## src/verilog/oscsel_regs.vh

```
// Register map, field positions, reset values and warm-up counts of the clock source block
//
// Overview of operation
// Select bit 1 runs system clock from crystal; 0 runs it from RC oscillator.
// Writing select to 1 ignored unless crystal warm done and crystal enabled.
// Select bit set by power-on and pin reset, kept through watchdog reset.
// RC running status reads 0 on crystal, 1 on RC oscillator.
// RC status and resume select clear on power-on/pin reset, kept through watchdog.
// Resume with resume select 1 runs from RC; with 0 stalls until warm.
// Sub-oscillator disable bit stops the 32 kHz sub-oscillator.
// Crystal disable stops crystal; accepts 1 only while running from RC.
// Clearing crystal disable restarts crystal; warm done sets after warm-up count.
// Sub warm done sets after its delay, cleared while sub disable set.
// Sub warm-up delay is 1024 or 65536 sub clocks by option.
// Crystal warm done clears on power-down exit restart and on crystal disable.
// Crystal warm-up delay is 4096 or 65536 crystal clocks by option.
// Crystal warm done reads 1 after power-on reset.
// In-service bits set while servicing, cleared by matching return from interrupt.
// Mode register resets 10000xx1, watchdog reset keeps upper three bits.
// Warm-up options sampled at reset; counters count their own oscillator clocks.
`ifndef OSCSEL_REGS_VH
`define OSCSEL_REGS_VH

`define OSCSEL_ADDR_MODE 8'hC4
`define OSCSEL_ADDR_STATUS 8'hC5
`define OSCSEL_ADDR_IRQ_STAT 8'hC6
`define OSCSEL_ADDR_IRQ_CLR 8'hC7
`define OSCSEL_ADDR_IRQ_EN 8'hC8

`define OSCSEL_MODE_SEL_BIT 7
`define OSCSEL_MODE_RCRUN_BIT 6
`define OSCSEL_MODE_RESUME_BIT 5
`define OSCSEL_MODE_SUBDIS_BIT 4
`define OSCSEL_MODE_XDIS_BIT 3
`define OSCSEL_MODE_FIXED_BIT 0

`define OSCSEL_STAT_SUBUP_BIT 7
`define OSCSEL_STAT_HIP_BIT 6
`define OSCSEL_STAT_LIP_BIT 5
`define OSCSEL_STAT_XUP_BIT 4

`define OSCSEL_IRQ_XUP_BIT 0
`define OSCSEL_IRQ_SUBUP_BIT 1
`define OSCSEL_IRQ_REFUSE_BIT 2
`define OSCSEL_IRQ_W 3

`define OSCSEL_RST_SEL 1'b1
`define OSCSEL_RST_RCRUN 1'b0
`define OSCSEL_RST_RESUME 1'b0
`define OSCSEL_RST_SUBDIS 1'b0
`define OSCSEL_RST_XDIS 1'b0
`define OSCSEL_RST_XUP_POR 1'b1
`define OSCSEL_RST_IRQ 3'h0
`define OSCSEL_RST_RDATA 8'h00

`define OSCSEL_CNT_W 17
`define OSCSEL_XTAL_SHORT 17'h01000
`define OSCSEL_SUB_SHORT 17'h00400
`define OSCSEL_LONG 65536

`endif

```

## src/verilog/oscsel_top.v

```verilog
// Clock source selection, oscillator disable and warm-up status registers
`timescale 1ns/1ns
`include "oscsel_regs.vh"
module oscsel_top
#(
    parameter XTAL_LONG_CNT = `OSCSEL_LONG,
    parameter SUB_LONG_CNT = `OSCSEL_LONG
)
(
    input wire mclk,
    input wire sys_rst,
    input wire pin_rst,
    input wire wdt_rst,
    input wire [7:0] reg_addr,
    input wire [7:0] reg_wdata,
    input wire reg_wr,
    input wire reg_rd,
    output reg [7:0] reg_rdata,
    input wire crystal_clk_in,
    input wire sub_osc_clk_in,
    input wire xtal_long_opt,
    input wire sub_long_opt,
    input wire pd_enter,
    input wire pd_wake,
    input wire int_ack_hi,
    input wire int_ack_lo,
    input wire return_from_interrupt,
    output reg sys_clk_from_crystal,
    output reg crystal_osc_en,
    output reg sub_osc_en,
    output reg cpu_hold,
    output reg high_prio_in_service,
    output reg low_prio_in_service,
    output wire irq
);
    localparam ST_RUN = 3'b001;
    localparam ST_PD = 3'b010;
    localparam ST_WAIT = 3'b100;

    // Pin and watchdog resets arrive as one-cycle pulses from the reset logic
    wire full_rst;
    wire any_rst;
    assign full_rst = sys_rst | pin_rst;
    assign any_rst = full_rst | wdt_rst;

    // Oscillator clock pins are asynchronous: three stages, a change counts on agreement
    wire [1:0] osc_pin;
    wire [1:0] osc_edge;
    assign osc_pin = {sub_osc_clk_in, crystal_clk_in};

    genvar gi;
    generate
        for (gi = 0; gi < 2; gi = gi + 1)
        begin : g_osc_sync
            reg s1_q;
            reg s2_q;
            reg s3_q;
            reg filt_q;
            reg prev_q;
            always @(posedge mclk)
            begin
                if (sys_rst)
                begin
                    s1_q <= 1'b0;
                    s2_q <= 1'b0;
                    s3_q <= 1'b0;
                    filt_q <= 1'b0;
                    prev_q <= 1'b0;
                end
                else
                begin
                    s1_q <= osc_pin[gi];
                    s2_q <= s1_q;
                    s3_q <= s2_q;
                    if (s2_q == s3_q)
                    begin
                        filt_q <= s2_q;
                    end
                    prev_q <= filt_q;
                end
            end
            assign osc_edge[gi] = filt_q & ~prev_q;
        end
    endgenerate

    // Warm-up length options are straps, caught on each reset
    reg xtal_long_q;
    reg sub_long_q;
    always @(posedge mclk)
    begin
        if (any_rst)
        begin
            xtal_long_q <= xtal_long_opt;
            sub_long_q <= sub_long_opt;
        end
    end

    reg sel_q;
    reg sel_d;
    reg rcrun_q;
    reg rcrun_d;
    reg resume_q;
    reg resume_d;
    reg subdis_q;
    reg subdis_d;
    reg xdis_q;
    reg xdis_d;
    reg xup_q;
    reg xup_d;
    reg subup_q;
    reg subup_d;
    reg rc_hold_q;
    reg rc_hold_d;
    reg [2:0] st_q;
    reg [2:0] st_d;
    reg [`OSCSEL_IRQ_W-1:0] irq_stat_q;
    reg [`OSCSEL_IRQ_W-1:0] irq_en_q;
    reg [`OSCSEL_IRQ_W-1:0] irq_evt;
    reg refuse;
    wire xtal_done;
    wire sub_done;
    wire xtal_restart;
    wire wr_mode;
    wire wr_clr;
    wire wr_en;
    wire want_sel;
    wire want_xdis;

    assign wr_mode = reg_wr && (reg_addr == `OSCSEL_ADDR_MODE);
    assign wr_clr = reg_wr && (reg_addr == `OSCSEL_ADDR_IRQ_CLR);
    assign wr_en = reg_wr && (reg_addr == `OSCSEL_ADDR_IRQ_EN);
    assign want_sel = reg_wdata[`OSCSEL_MODE_SEL_BIT];
    assign want_xdis = reg_wdata[`OSCSEL_MODE_XDIS_BIT];

    // Crystal stops while disabled or powered down; pin and watchdog resets also rerun its warm-up
    assign xtal_restart = xdis_q | st_q[2'd1] | pin_rst | wdt_rst;

    oscsel_warmup
    #(
        .START_RUN(1'b0),
        .LONG_CNT(XTAL_LONG_CNT)
    )
    u_xtal_warm
    (
        .mclk(mclk),
        .rst(sys_rst),
        .restart(xtal_restart),
        .osc_edge(osc_edge[0]),
        .long_sel(xtal_long_q),
        .short_cnt(`OSCSEL_XTAL_SHORT),
        .done_pulse(xtal_done)
    );

    oscsel_warmup
    #(
        .START_RUN(1'b1),
        .LONG_CNT(SUB_LONG_CNT)
    )
    u_sub_warm
    (
        .mclk(mclk),
        .rst(sys_rst),
        .restart(subdis_q | pin_rst | wdt_rst),
        .osc_edge(osc_edge[1]),
        .long_sel(sub_long_q),
        .short_cnt(`OSCSEL_SUB_SHORT),
        .done_pulse(sub_done)
    );

    // Power-down sequencing and the clock-source decision
    always @*
    begin
        st_d = st_q;
        rc_hold_d = rc_hold_q;
        case (st_q)
            ST_RUN:
            begin
                if (pd_enter)
                begin
                    st_d = ST_PD;
                end
            end
            ST_PD:
            begin
                if (pd_wake)
                begin
                    if (resume_q)
                    begin
                        st_d = ST_RUN;
                        rc_hold_d = 1'b1;
                    end
                    else
                    begin
                        st_d = ST_WAIT;
                    end
                end
            end
            ST_WAIT:
            begin
                if (xup_q)
                begin
                    st_d = ST_RUN;
                end
            end
            default:
            begin
                st_d = ST_RUN;
            end
        endcase
        // RC stands in until the restarted crystal has warmed up
        if (xup_q)
        begin
            rc_hold_d = 1'b0;
        end
    end

    always @*
    begin
        sel_d = sel_q;
        resume_d = resume_q;
        subdis_d = subdis_q;
        xdis_d = xdis_q;
        refuse = 1'b0;
        if (wr_mode)
        begin
            resume_d = reg_wdata[`OSCSEL_MODE_RESUME_BIT];
            subdis_d = reg_wdata[`OSCSEL_MODE_SUBDIS_BIT];
            // Disable takes effect only while the RC status is set, so one write can both stop and select the crystal
            if (!want_xdis || rcrun_q)
            begin
                xdis_d = want_xdis;
            end
            else
            begin
                refuse = 1'b1;
            end
            // Checks use present flags, so one write cannot enable and select together
            if (!want_sel)
            begin
                sel_d = 1'b0;
            end
            else if (xup_q && !xdis_q)
            begin
                sel_d = 1'b1;
            end
            else
            begin
                refuse = 1'b1;
            end
        end
        rcrun_d = ~(sel_q & ~rc_hold_q);
    end

    // Warm-done flags: the finishing pulse sets, disable or restart clears
    always @*
    begin
        xup_d = xup_q;
        if (xtal_restart)
        begin
            xup_d = 1'b0;
        end
        else if (xtal_done)
        begin
            xup_d = 1'b1;
        end
        subup_d = subup_q;
        if (subdis_q | pin_rst | wdt_rst)
        begin
            subup_d = 1'b0;
        end
        else if (sub_done)
        begin
            subup_d = 1'b1;
        end
    end

    always @(posedge mclk)
    begin
        if (full_rst)
        begin
            sel_q <= `OSCSEL_RST_SEL;
            rcrun_q <= `OSCSEL_RST_RCRUN;
            resume_q <= `OSCSEL_RST_RESUME;
        end
        else if (!wdt_rst)
        begin
            sel_q <= sel_d;
            rcrun_q <= rcrun_d;
            resume_q <= resume_d;
        end
    end

    always @(posedge mclk)
    begin
        if (any_rst)
        begin
            subdis_q <= `OSCSEL_RST_SUBDIS;
            xdis_q <= `OSCSEL_RST_XDIS;
            rc_hold_q <= 1'b0;
            st_q <= ST_RUN;
            subup_q <= 1'b0;
            xup_q <= sys_rst ? `OSCSEL_RST_XUP_POR : 1'b0;
        end
        else
        begin
            subdis_q <= subdis_d;
            xdis_q <= xdis_d;
            rc_hold_q <= rc_hold_d;
            st_q <= st_d;
            subup_q <= subup_d;
            xup_q <= xup_d;
        end
    end

    // In-service bits: a new entry wins over a return in the same cycle
    always @(posedge mclk)
    begin
        if (any_rst)
        begin
            high_prio_in_service <= 1'b0;
            low_prio_in_service <= 1'b0;
        end
        else
        begin
            high_prio_in_service <= int_ack_hi |
                (high_prio_in_service & ~return_from_interrupt);
            low_prio_in_service <= int_ack_lo |
                (low_prio_in_service &
                ~(return_from_interrupt & ~high_prio_in_service));
        end
    end

    // Sticky event bits; a set in the clearing cycle is kept
    always @*
    begin
        irq_evt = {`OSCSEL_IRQ_W{1'b0}};
        irq_evt[`OSCSEL_IRQ_XUP_BIT] = xup_d & ~xup_q;
        irq_evt[`OSCSEL_IRQ_SUBUP_BIT] = subup_d & ~subup_q;
        irq_evt[`OSCSEL_IRQ_REFUSE_BIT] = refuse;
    end

    always @(posedge mclk)
    begin
        if (any_rst)
        begin
            irq_stat_q <= `OSCSEL_RST_IRQ;
            irq_en_q <= `OSCSEL_RST_IRQ;
        end
        else
        begin
            irq_stat_q <= irq_evt |
                (irq_stat_q & ~(wr_clr ? reg_wdata[`OSCSEL_IRQ_W-1:0] : `OSCSEL_RST_IRQ));
            if (wr_en)
            begin
                irq_en_q <= reg_wdata[`OSCSEL_IRQ_W-1:0];
            end
        end
    end

    assign irq = |(irq_stat_q & irq_en_q);

    // Read data stand only in the cycle after the strobe
    reg [7:0] rd_mux;
    always @*
    begin
        rd_mux = 8'h00;
        case (reg_addr)
            `OSCSEL_ADDR_MODE:
            begin
                rd_mux[`OSCSEL_MODE_SEL_BIT] = sel_q;
                rd_mux[`OSCSEL_MODE_RCRUN_BIT] = rcrun_q;
                rd_mux[`OSCSEL_MODE_RESUME_BIT] = resume_q;
                rd_mux[`OSCSEL_MODE_SUBDIS_BIT] = subdis_q;
                rd_mux[`OSCSEL_MODE_XDIS_BIT] = xdis_q;
                rd_mux[`OSCSEL_MODE_FIXED_BIT] = 1'b1;
            end
            `OSCSEL_ADDR_STATUS:
            begin
                rd_mux[`OSCSEL_STAT_SUBUP_BIT] = subup_q;
                rd_mux[`OSCSEL_STAT_HIP_BIT] = high_prio_in_service;
                rd_mux[`OSCSEL_STAT_LIP_BIT] = low_prio_in_service;
                rd_mux[`OSCSEL_STAT_XUP_BIT] = xup_q;
            end
            `OSCSEL_ADDR_IRQ_STAT:
            begin
                rd_mux[`OSCSEL_IRQ_W-1:0] = irq_stat_q;
            end
            `OSCSEL_ADDR_IRQ_EN:
            begin
                rd_mux[`OSCSEL_IRQ_W-1:0] = irq_en_q;
            end
            default:
            begin
                rd_mux = 8'h00;
            end
        endcase
    end

    always @(posedge mclk)
    begin
        if (sys_rst)
        begin
            reg_rdata <= `OSCSEL_RST_RDATA;
        end
        else
        begin
            reg_rdata <= reg_rd ? rd_mux : `OSCSEL_RST_RDATA;
        end
    end

    // Clock and oscillator controls leave from flip-flops
    always @(posedge mclk)
    begin
        if (sys_rst)
        begin
            sys_clk_from_crystal <= 1'b1;
            crystal_osc_en <= 1'b1;
            sub_osc_en <= 1'b1;
            cpu_hold <= 1'b0;
        end
        else
        begin
            sys_clk_from_crystal <= ~rcrun_q;
            crystal_osc_en <= ~xdis_q & ~st_q[2'd1];
            sub_osc_en <= ~subdis_q;
            cpu_hold <= st_q[2'd1] | st_q[2'd2];
        end
    end
endmodule

```

## src/verilog/oscsel_warmup.v

```verilog
// Warm-up counter: counts qualified oscillator edges up to a selectable target
`timescale 1ns/1ns
`include "oscsel_regs.vh"
module oscsel_warmup
#(
    parameter START_RUN = 1'b1,
    parameter LONG_CNT = `OSCSEL_LONG
)
(
    input wire mclk,
    input wire rst,
    input wire restart,
    input wire osc_edge,
    input wire long_sel,
    input wire [`OSCSEL_CNT_W-1:0] short_cnt,
    output reg done_pulse
);
    reg [`OSCSEL_CNT_W-1:0] cnt_q;
    reg run_q;
    wire [`OSCSEL_CNT_W-1:0] target;
    wire [`OSCSEL_CNT_W-1:0] cnt_inc;

    assign target = long_sel ? LONG_CNT[`OSCSEL_CNT_W-1:0] : short_cnt;
    assign cnt_inc = cnt_q + {{(`OSCSEL_CNT_W-1){1'b0}}, 1'b1};

    // Restart holds the count at zero, so a stopped oscillator never finishes
    always @(posedge mclk)
    begin
        if (rst)
        begin
            cnt_q <= {`OSCSEL_CNT_W{1'b0}};
            run_q <= START_RUN;
            done_pulse <= 1'b0;
        end
        else if (restart)
        begin
            cnt_q <= {`OSCSEL_CNT_W{1'b0}};
            run_q <= 1'b1;
            done_pulse <= 1'b0;
        end
        else if (run_q && osc_edge)
        begin
            cnt_q <= cnt_inc;
            done_pulse <= (cnt_inc == target);
            run_q <= (cnt_inc != target);
        end
        else
        begin
            done_pulse <= 1'b0;
        end
    end
endmodule
```

## config.mk

```make
export PLATFORM = sky130hd
export DESIGN_NAME = oscsel_top
export DESIGN_NICKNAME = d
export VERILOG_FILES = /design/src/verilog/oscsel_top.v /design/src/verilog/oscsel_warmup.v
export VERILOG_INCLUDE_DIRS = /design/src /design/src/verilog
export SDC_FILE = /design/constraint.sdc
export NUM_CORES = 1
export LEC_CHECK = 0
export ABC_CLOCK_PERIOD_IN_PS = 5050
export BUFFER_PORTS_ARGS = -buffer_cell sky130_fd_sc_hd__buf_2
export CORE_UTILIZATION = 50
export DETAILED_ROUTE_END_ITERATION = 7
export PLACE_DENSITY = 0.7
export SLEW_MARGIN = 5
export SYNTH_ARGS = -nofsm -noshare
export SYNTH_HDL_FRONTEND = slang
export SYNTH_SLANG_ARGS = --single-unit
```

## constraint.sdc

```tcl
create_clock -name mclk -period 5.05 [get_ports mclk]
set_clock_uncertainty 0.15 [all_clocks]
set_input_delay 0.505 -clock mclk [delete_from_list [all_inputs] [get_ports mclk]]
set_output_delay 0.505 -clock mclk [all_outputs]
set_load 0.02 [all_outputs]
```

==> impl_results.md <==
- Status: complete, no violations
- Final setup fails: 0
- Worst Hold Path EP: sub_long_q
- Pwr per Cell Area: 281 mW/mm²
- First-pass GRT wire length: 12.0 mm
- Residual DRC: 0
- Worst-Margin Slew: roughly 1.2 ns
- Peak supply drop: about 0.14 mV
- DP Wirelength: 5.19 mm
- Clk pin slew, worst setup/hold paths: about 0.080 ns
- Logic pwr share: under 10%
- Port-buffer cells: 44
- Slew margin rel.: 20.6%
- Fin nets: ~500
- Combinational family with the most area after synthesis: simple AND/OR/NAND/NOR gates
- Reg2Reg Depth: 7
- Tcrit/Tclk final: 47.0%
- Post-synthesis cell area: roughly 0.0037 mm²
- CP Class: reg -> reg
- Max Clk Rate: 421 MHz
- Type of the tightest min-delay check: in -> reg
- Synth Flop Type: dfxtp_1
- Avg Inst Size Synth: 8.43 µm²
- TritonCTS clock tree: yes
- Die height: around 88 µm
- Asr flop ratio synth: 0%
- Post-Synth Adder-Cell Area: 1.01%
- Setup_tns: 0 ns
- Compound-Gate Fraction of Synth Area: 11.6%
- Placed insts: 565
- Syn. warnings: 0
- Vias in the first global route: 2618
- Xor/xnor share of the synthesized area: between 9 and 10%
- Cell taking the most area after synthesis: dfxtp_1
- Unrepaired setup endpoints after global routing: no
- Die Area: around 0.008 mm²
- DRT iter0 DRCs: 104
- Antenna violations before repair: 0
- # rows: 31
- HP Start: sub_long_opt
- Clock power frac: 41.4%
- CP startpoint: u_sub_warm.cnt_q[0]
- Worst EP arrival: 2.47 ns
- Post-Syn Nets: ~480
- Post-DRT Antenna Nets: 0
- Max Cap Viol: 0
- Final min period: 2.37 ns
- Worst R2R Start: u_sub_warm.cnt_q[0]
- Routed WL: 7.53 mm
- Worst-Skew Late Latency: 0.36 ns
- Core Box Area: 0.00725 mm²
- Pin count of the biggest net entering global routing: 23
- Pleak: 1.51 nW
- Pins Over Slew Limit: 0
- DR vias: 3140
- CTS Buf Count: 9
- Simple-gate portion of the synthesized area: between 20 and 30%
- Post-synth EDFFs: 2
- Die Wd: 88.4 µm
- # fillers: 658
- Layout Area Growth over Synthesis: 12.4%
- Hold buffers post-CTS: 0
- Register area share after synthesis: 44.0%
- CTS Root Cell: clkbuf_8
- Worst Setup Start Kind: flop
- Clock Sinks: 81
- Crit. End Element: flop
- WL/cell: about 13 µm
- Drt via density: 5.40
- Worst EP required: about 5.2 ns
- Routability Congestion: 0.807
- R2R Setup Slk: 2.68 ns
- Cell count after synthesis: 443
- Switching power: between 0.0002 and 0.0003 W
- Gr ovfl total: 0
- Synth top area share: 42.3%
- Post-synthesis mux area share: between 1 and 1.5%
- H-tree Lvls: 3
- Reg2Reg Capture Point: u_sub_warm.run_q
- GRT Util Overall: 19.7%
- CTS max path bufs: 2
- Netlist cell types: 59
- Number of diodes: 0
- Hold Crit Depth: 1
- Crit Path Max Fanout: 9
- P_int: 0.000919 W
- Starting Density: between 50% and 60%
- Top Ports: 46
- CTS resizes: 0
- Switching share of power: between 20 and 25%
- Top cells by area, synth: dfxtp_1 42%, xor2_1 7.3%, nor2_1 7.0%
- Seq pwr share: 55.3%
- Drt first pass iters: 4
- Postcts setup bufs: 0
- Share of cells above drive strength 1: 13.7%
- Final Hold Fails: 0
- Synth Register Bits: between 80 and 90
- Non-Filler Instances: about 580
-- cell type report --
class                   instances  area, µm²  share of cell area, %
flip-flops and latches         81       1640                   39.1
inverters                       9       33.8                  0.805
clock inverters                 4       51.3                   1.22
clock buffers                  12        155                   3.69
well taps                      99        124                   2.95
multi-input cells             332       1970                   47.0
repair buffers                 44        220                   5.24
-- registers in the layout (all words and copies together), names as in the netlist, 2 cells and up --
| name | flops |
|---|---|
| reg_rdata | 8 |
| g_osc_sync.s2_q | 2 |
| g_osc_sync.s3_q | 2 |
| g_osc_sync.filt_q | 2 |
| irq_en_q | 3 |
| g_osc_sync.prev_q | 2 |
| u_xtal_warm.cnt_q | 17 |
| u_sub_warm.cnt_q | 17 |
| g_osc_sync.s1_q | 2 |
| irq_stat_q | 3 |
| st_q | 3 |
-- worst max-delay path by stage --
| stage | to | cells after the start | slack (ns) |
|---|---|---|---|
| final | u_sub_warm.run_q | 7 | 2.68 |
| after global routing | u_sub_warm.run_q | 7 | 2.50 |
| after CTS | u_sub_warm.run_q | 7 | 2.69 |
| after detailed placement | u_xtal_warm.done_pulse | 5 | 2.41 |
| after global placement | u_xtal_warm.done_pulse | 5 | 2.40 |
| after floorplan | u_sub_warm.run_q | 8 | 2.85 |
-- stage by stage --
step	instance area (µm²)	util, %	total power (W)	setup slack, ns	hold WS [ns]
global placement	3990	55.0	0.000705	2.40	0.267
global route	4200	57.9	0.00122	2.50	0.167
floorplan	3730	-	0.000686	2.85	0.247
CTS	4200	57.9	0.00119	2.69	0.169
finish	4200	57.9	0.00118	2.68	0.172
detailed placement	3990	55.0	0.000706	2.41	0.280
-- per-layer routing --
metal / GRT usage [%] / vias up / share of wire (%)
met1: 27.7 / 1448 / 51
met2: 29.9 / 55 / 44
li1: - / 1626 / -
met4: 7.92 / 0 / 1.7
met5: 0 / - / 0
met3: 3.73 / 11 / 3.7
-- synthesized netlist by cell type, drive strengths merged, types with 3 or more instances --
cell    instances
dfxtp          79
nor2           70
nand2          41
xor2           31
nand3          22
a21oi          21
nor3           16
clkbuf         13
nand4          12
nor2b          10
o21ai          10
inv             9
buf             8
nand2b          8
xnor2           8
and3            7
nor4            7
a22oi           6
or3             6
a31oi           5
mux2i           4
and4            3
ha              3
nor3b           3
-- layout by cell type (no fill, tap or decap), drive strengths merged, types with 3 or more instances in the layout --
| master | synthesis | layout |
|---|---|---|
| a21oi | 21 | 21 |
| a22oi | 6 | 6 |
| a31oi | 5 | 5 |
| and3 | 7 | 7 |
| and4 | 3 | 3 |
| buf | 8 | 44 |
| clkbuf | 13 | 12 |
| dfxtp | 79 | 79 |
| ha | 3 | 3 |
| inv | 9 | 9 |
| mux2i | 4 | 4 |
| nand2 | 41 | 41 |
| nand2b | 8 | 8 |
| nand3 | 22 | 22 |
| nand4 | 12 | 12 |
| nor2 | 70 | 70 |
| nor2b | 10 | 10 |
| nor3 | 16 | 16 |
| nor3b | 3 | 3 |
| nor4 | 7 | 7 |
| o21ai | 10 | 10 |
| or3 | 6 | 6 |
| xnor2 | 8 | 8 |
| xor2 | 31 | 31 |
-- power by group through the flow --
stage	clock network [W]	registers, W	logic (W)
6_report	0.000487	0.000651	0.0000395
5_1_grt	0.000528	0.000652	0.0000445
4_1_cts	0.000498	0.000651	0.0000398
3_5_place_dp	0	0.000666	0.0000395
3_3_place_gp	0	0.000666	0.0000391
2_1_floorplan	0	0.000666	0.0000198
-- critical path, stage by stage (launching register included) --
cell and delay (ns):
dfxtp_1 0.42, ha_1 0.27, nand3_2 0.22, or3_1 0.45
mux2_1 0.34, o221ai_1 0.17, nand4b_1 0.14, o21a_1 0.13
-- logic make-up after synthesis --
kind of cell,count (synthesis)
mux,5
flops,81
fa+ha+maj,3
simple gates,219
buf+inv,30
xor+xnor,39
compound gates,66
Note: power is estimated with default switching activity, not from simulation.
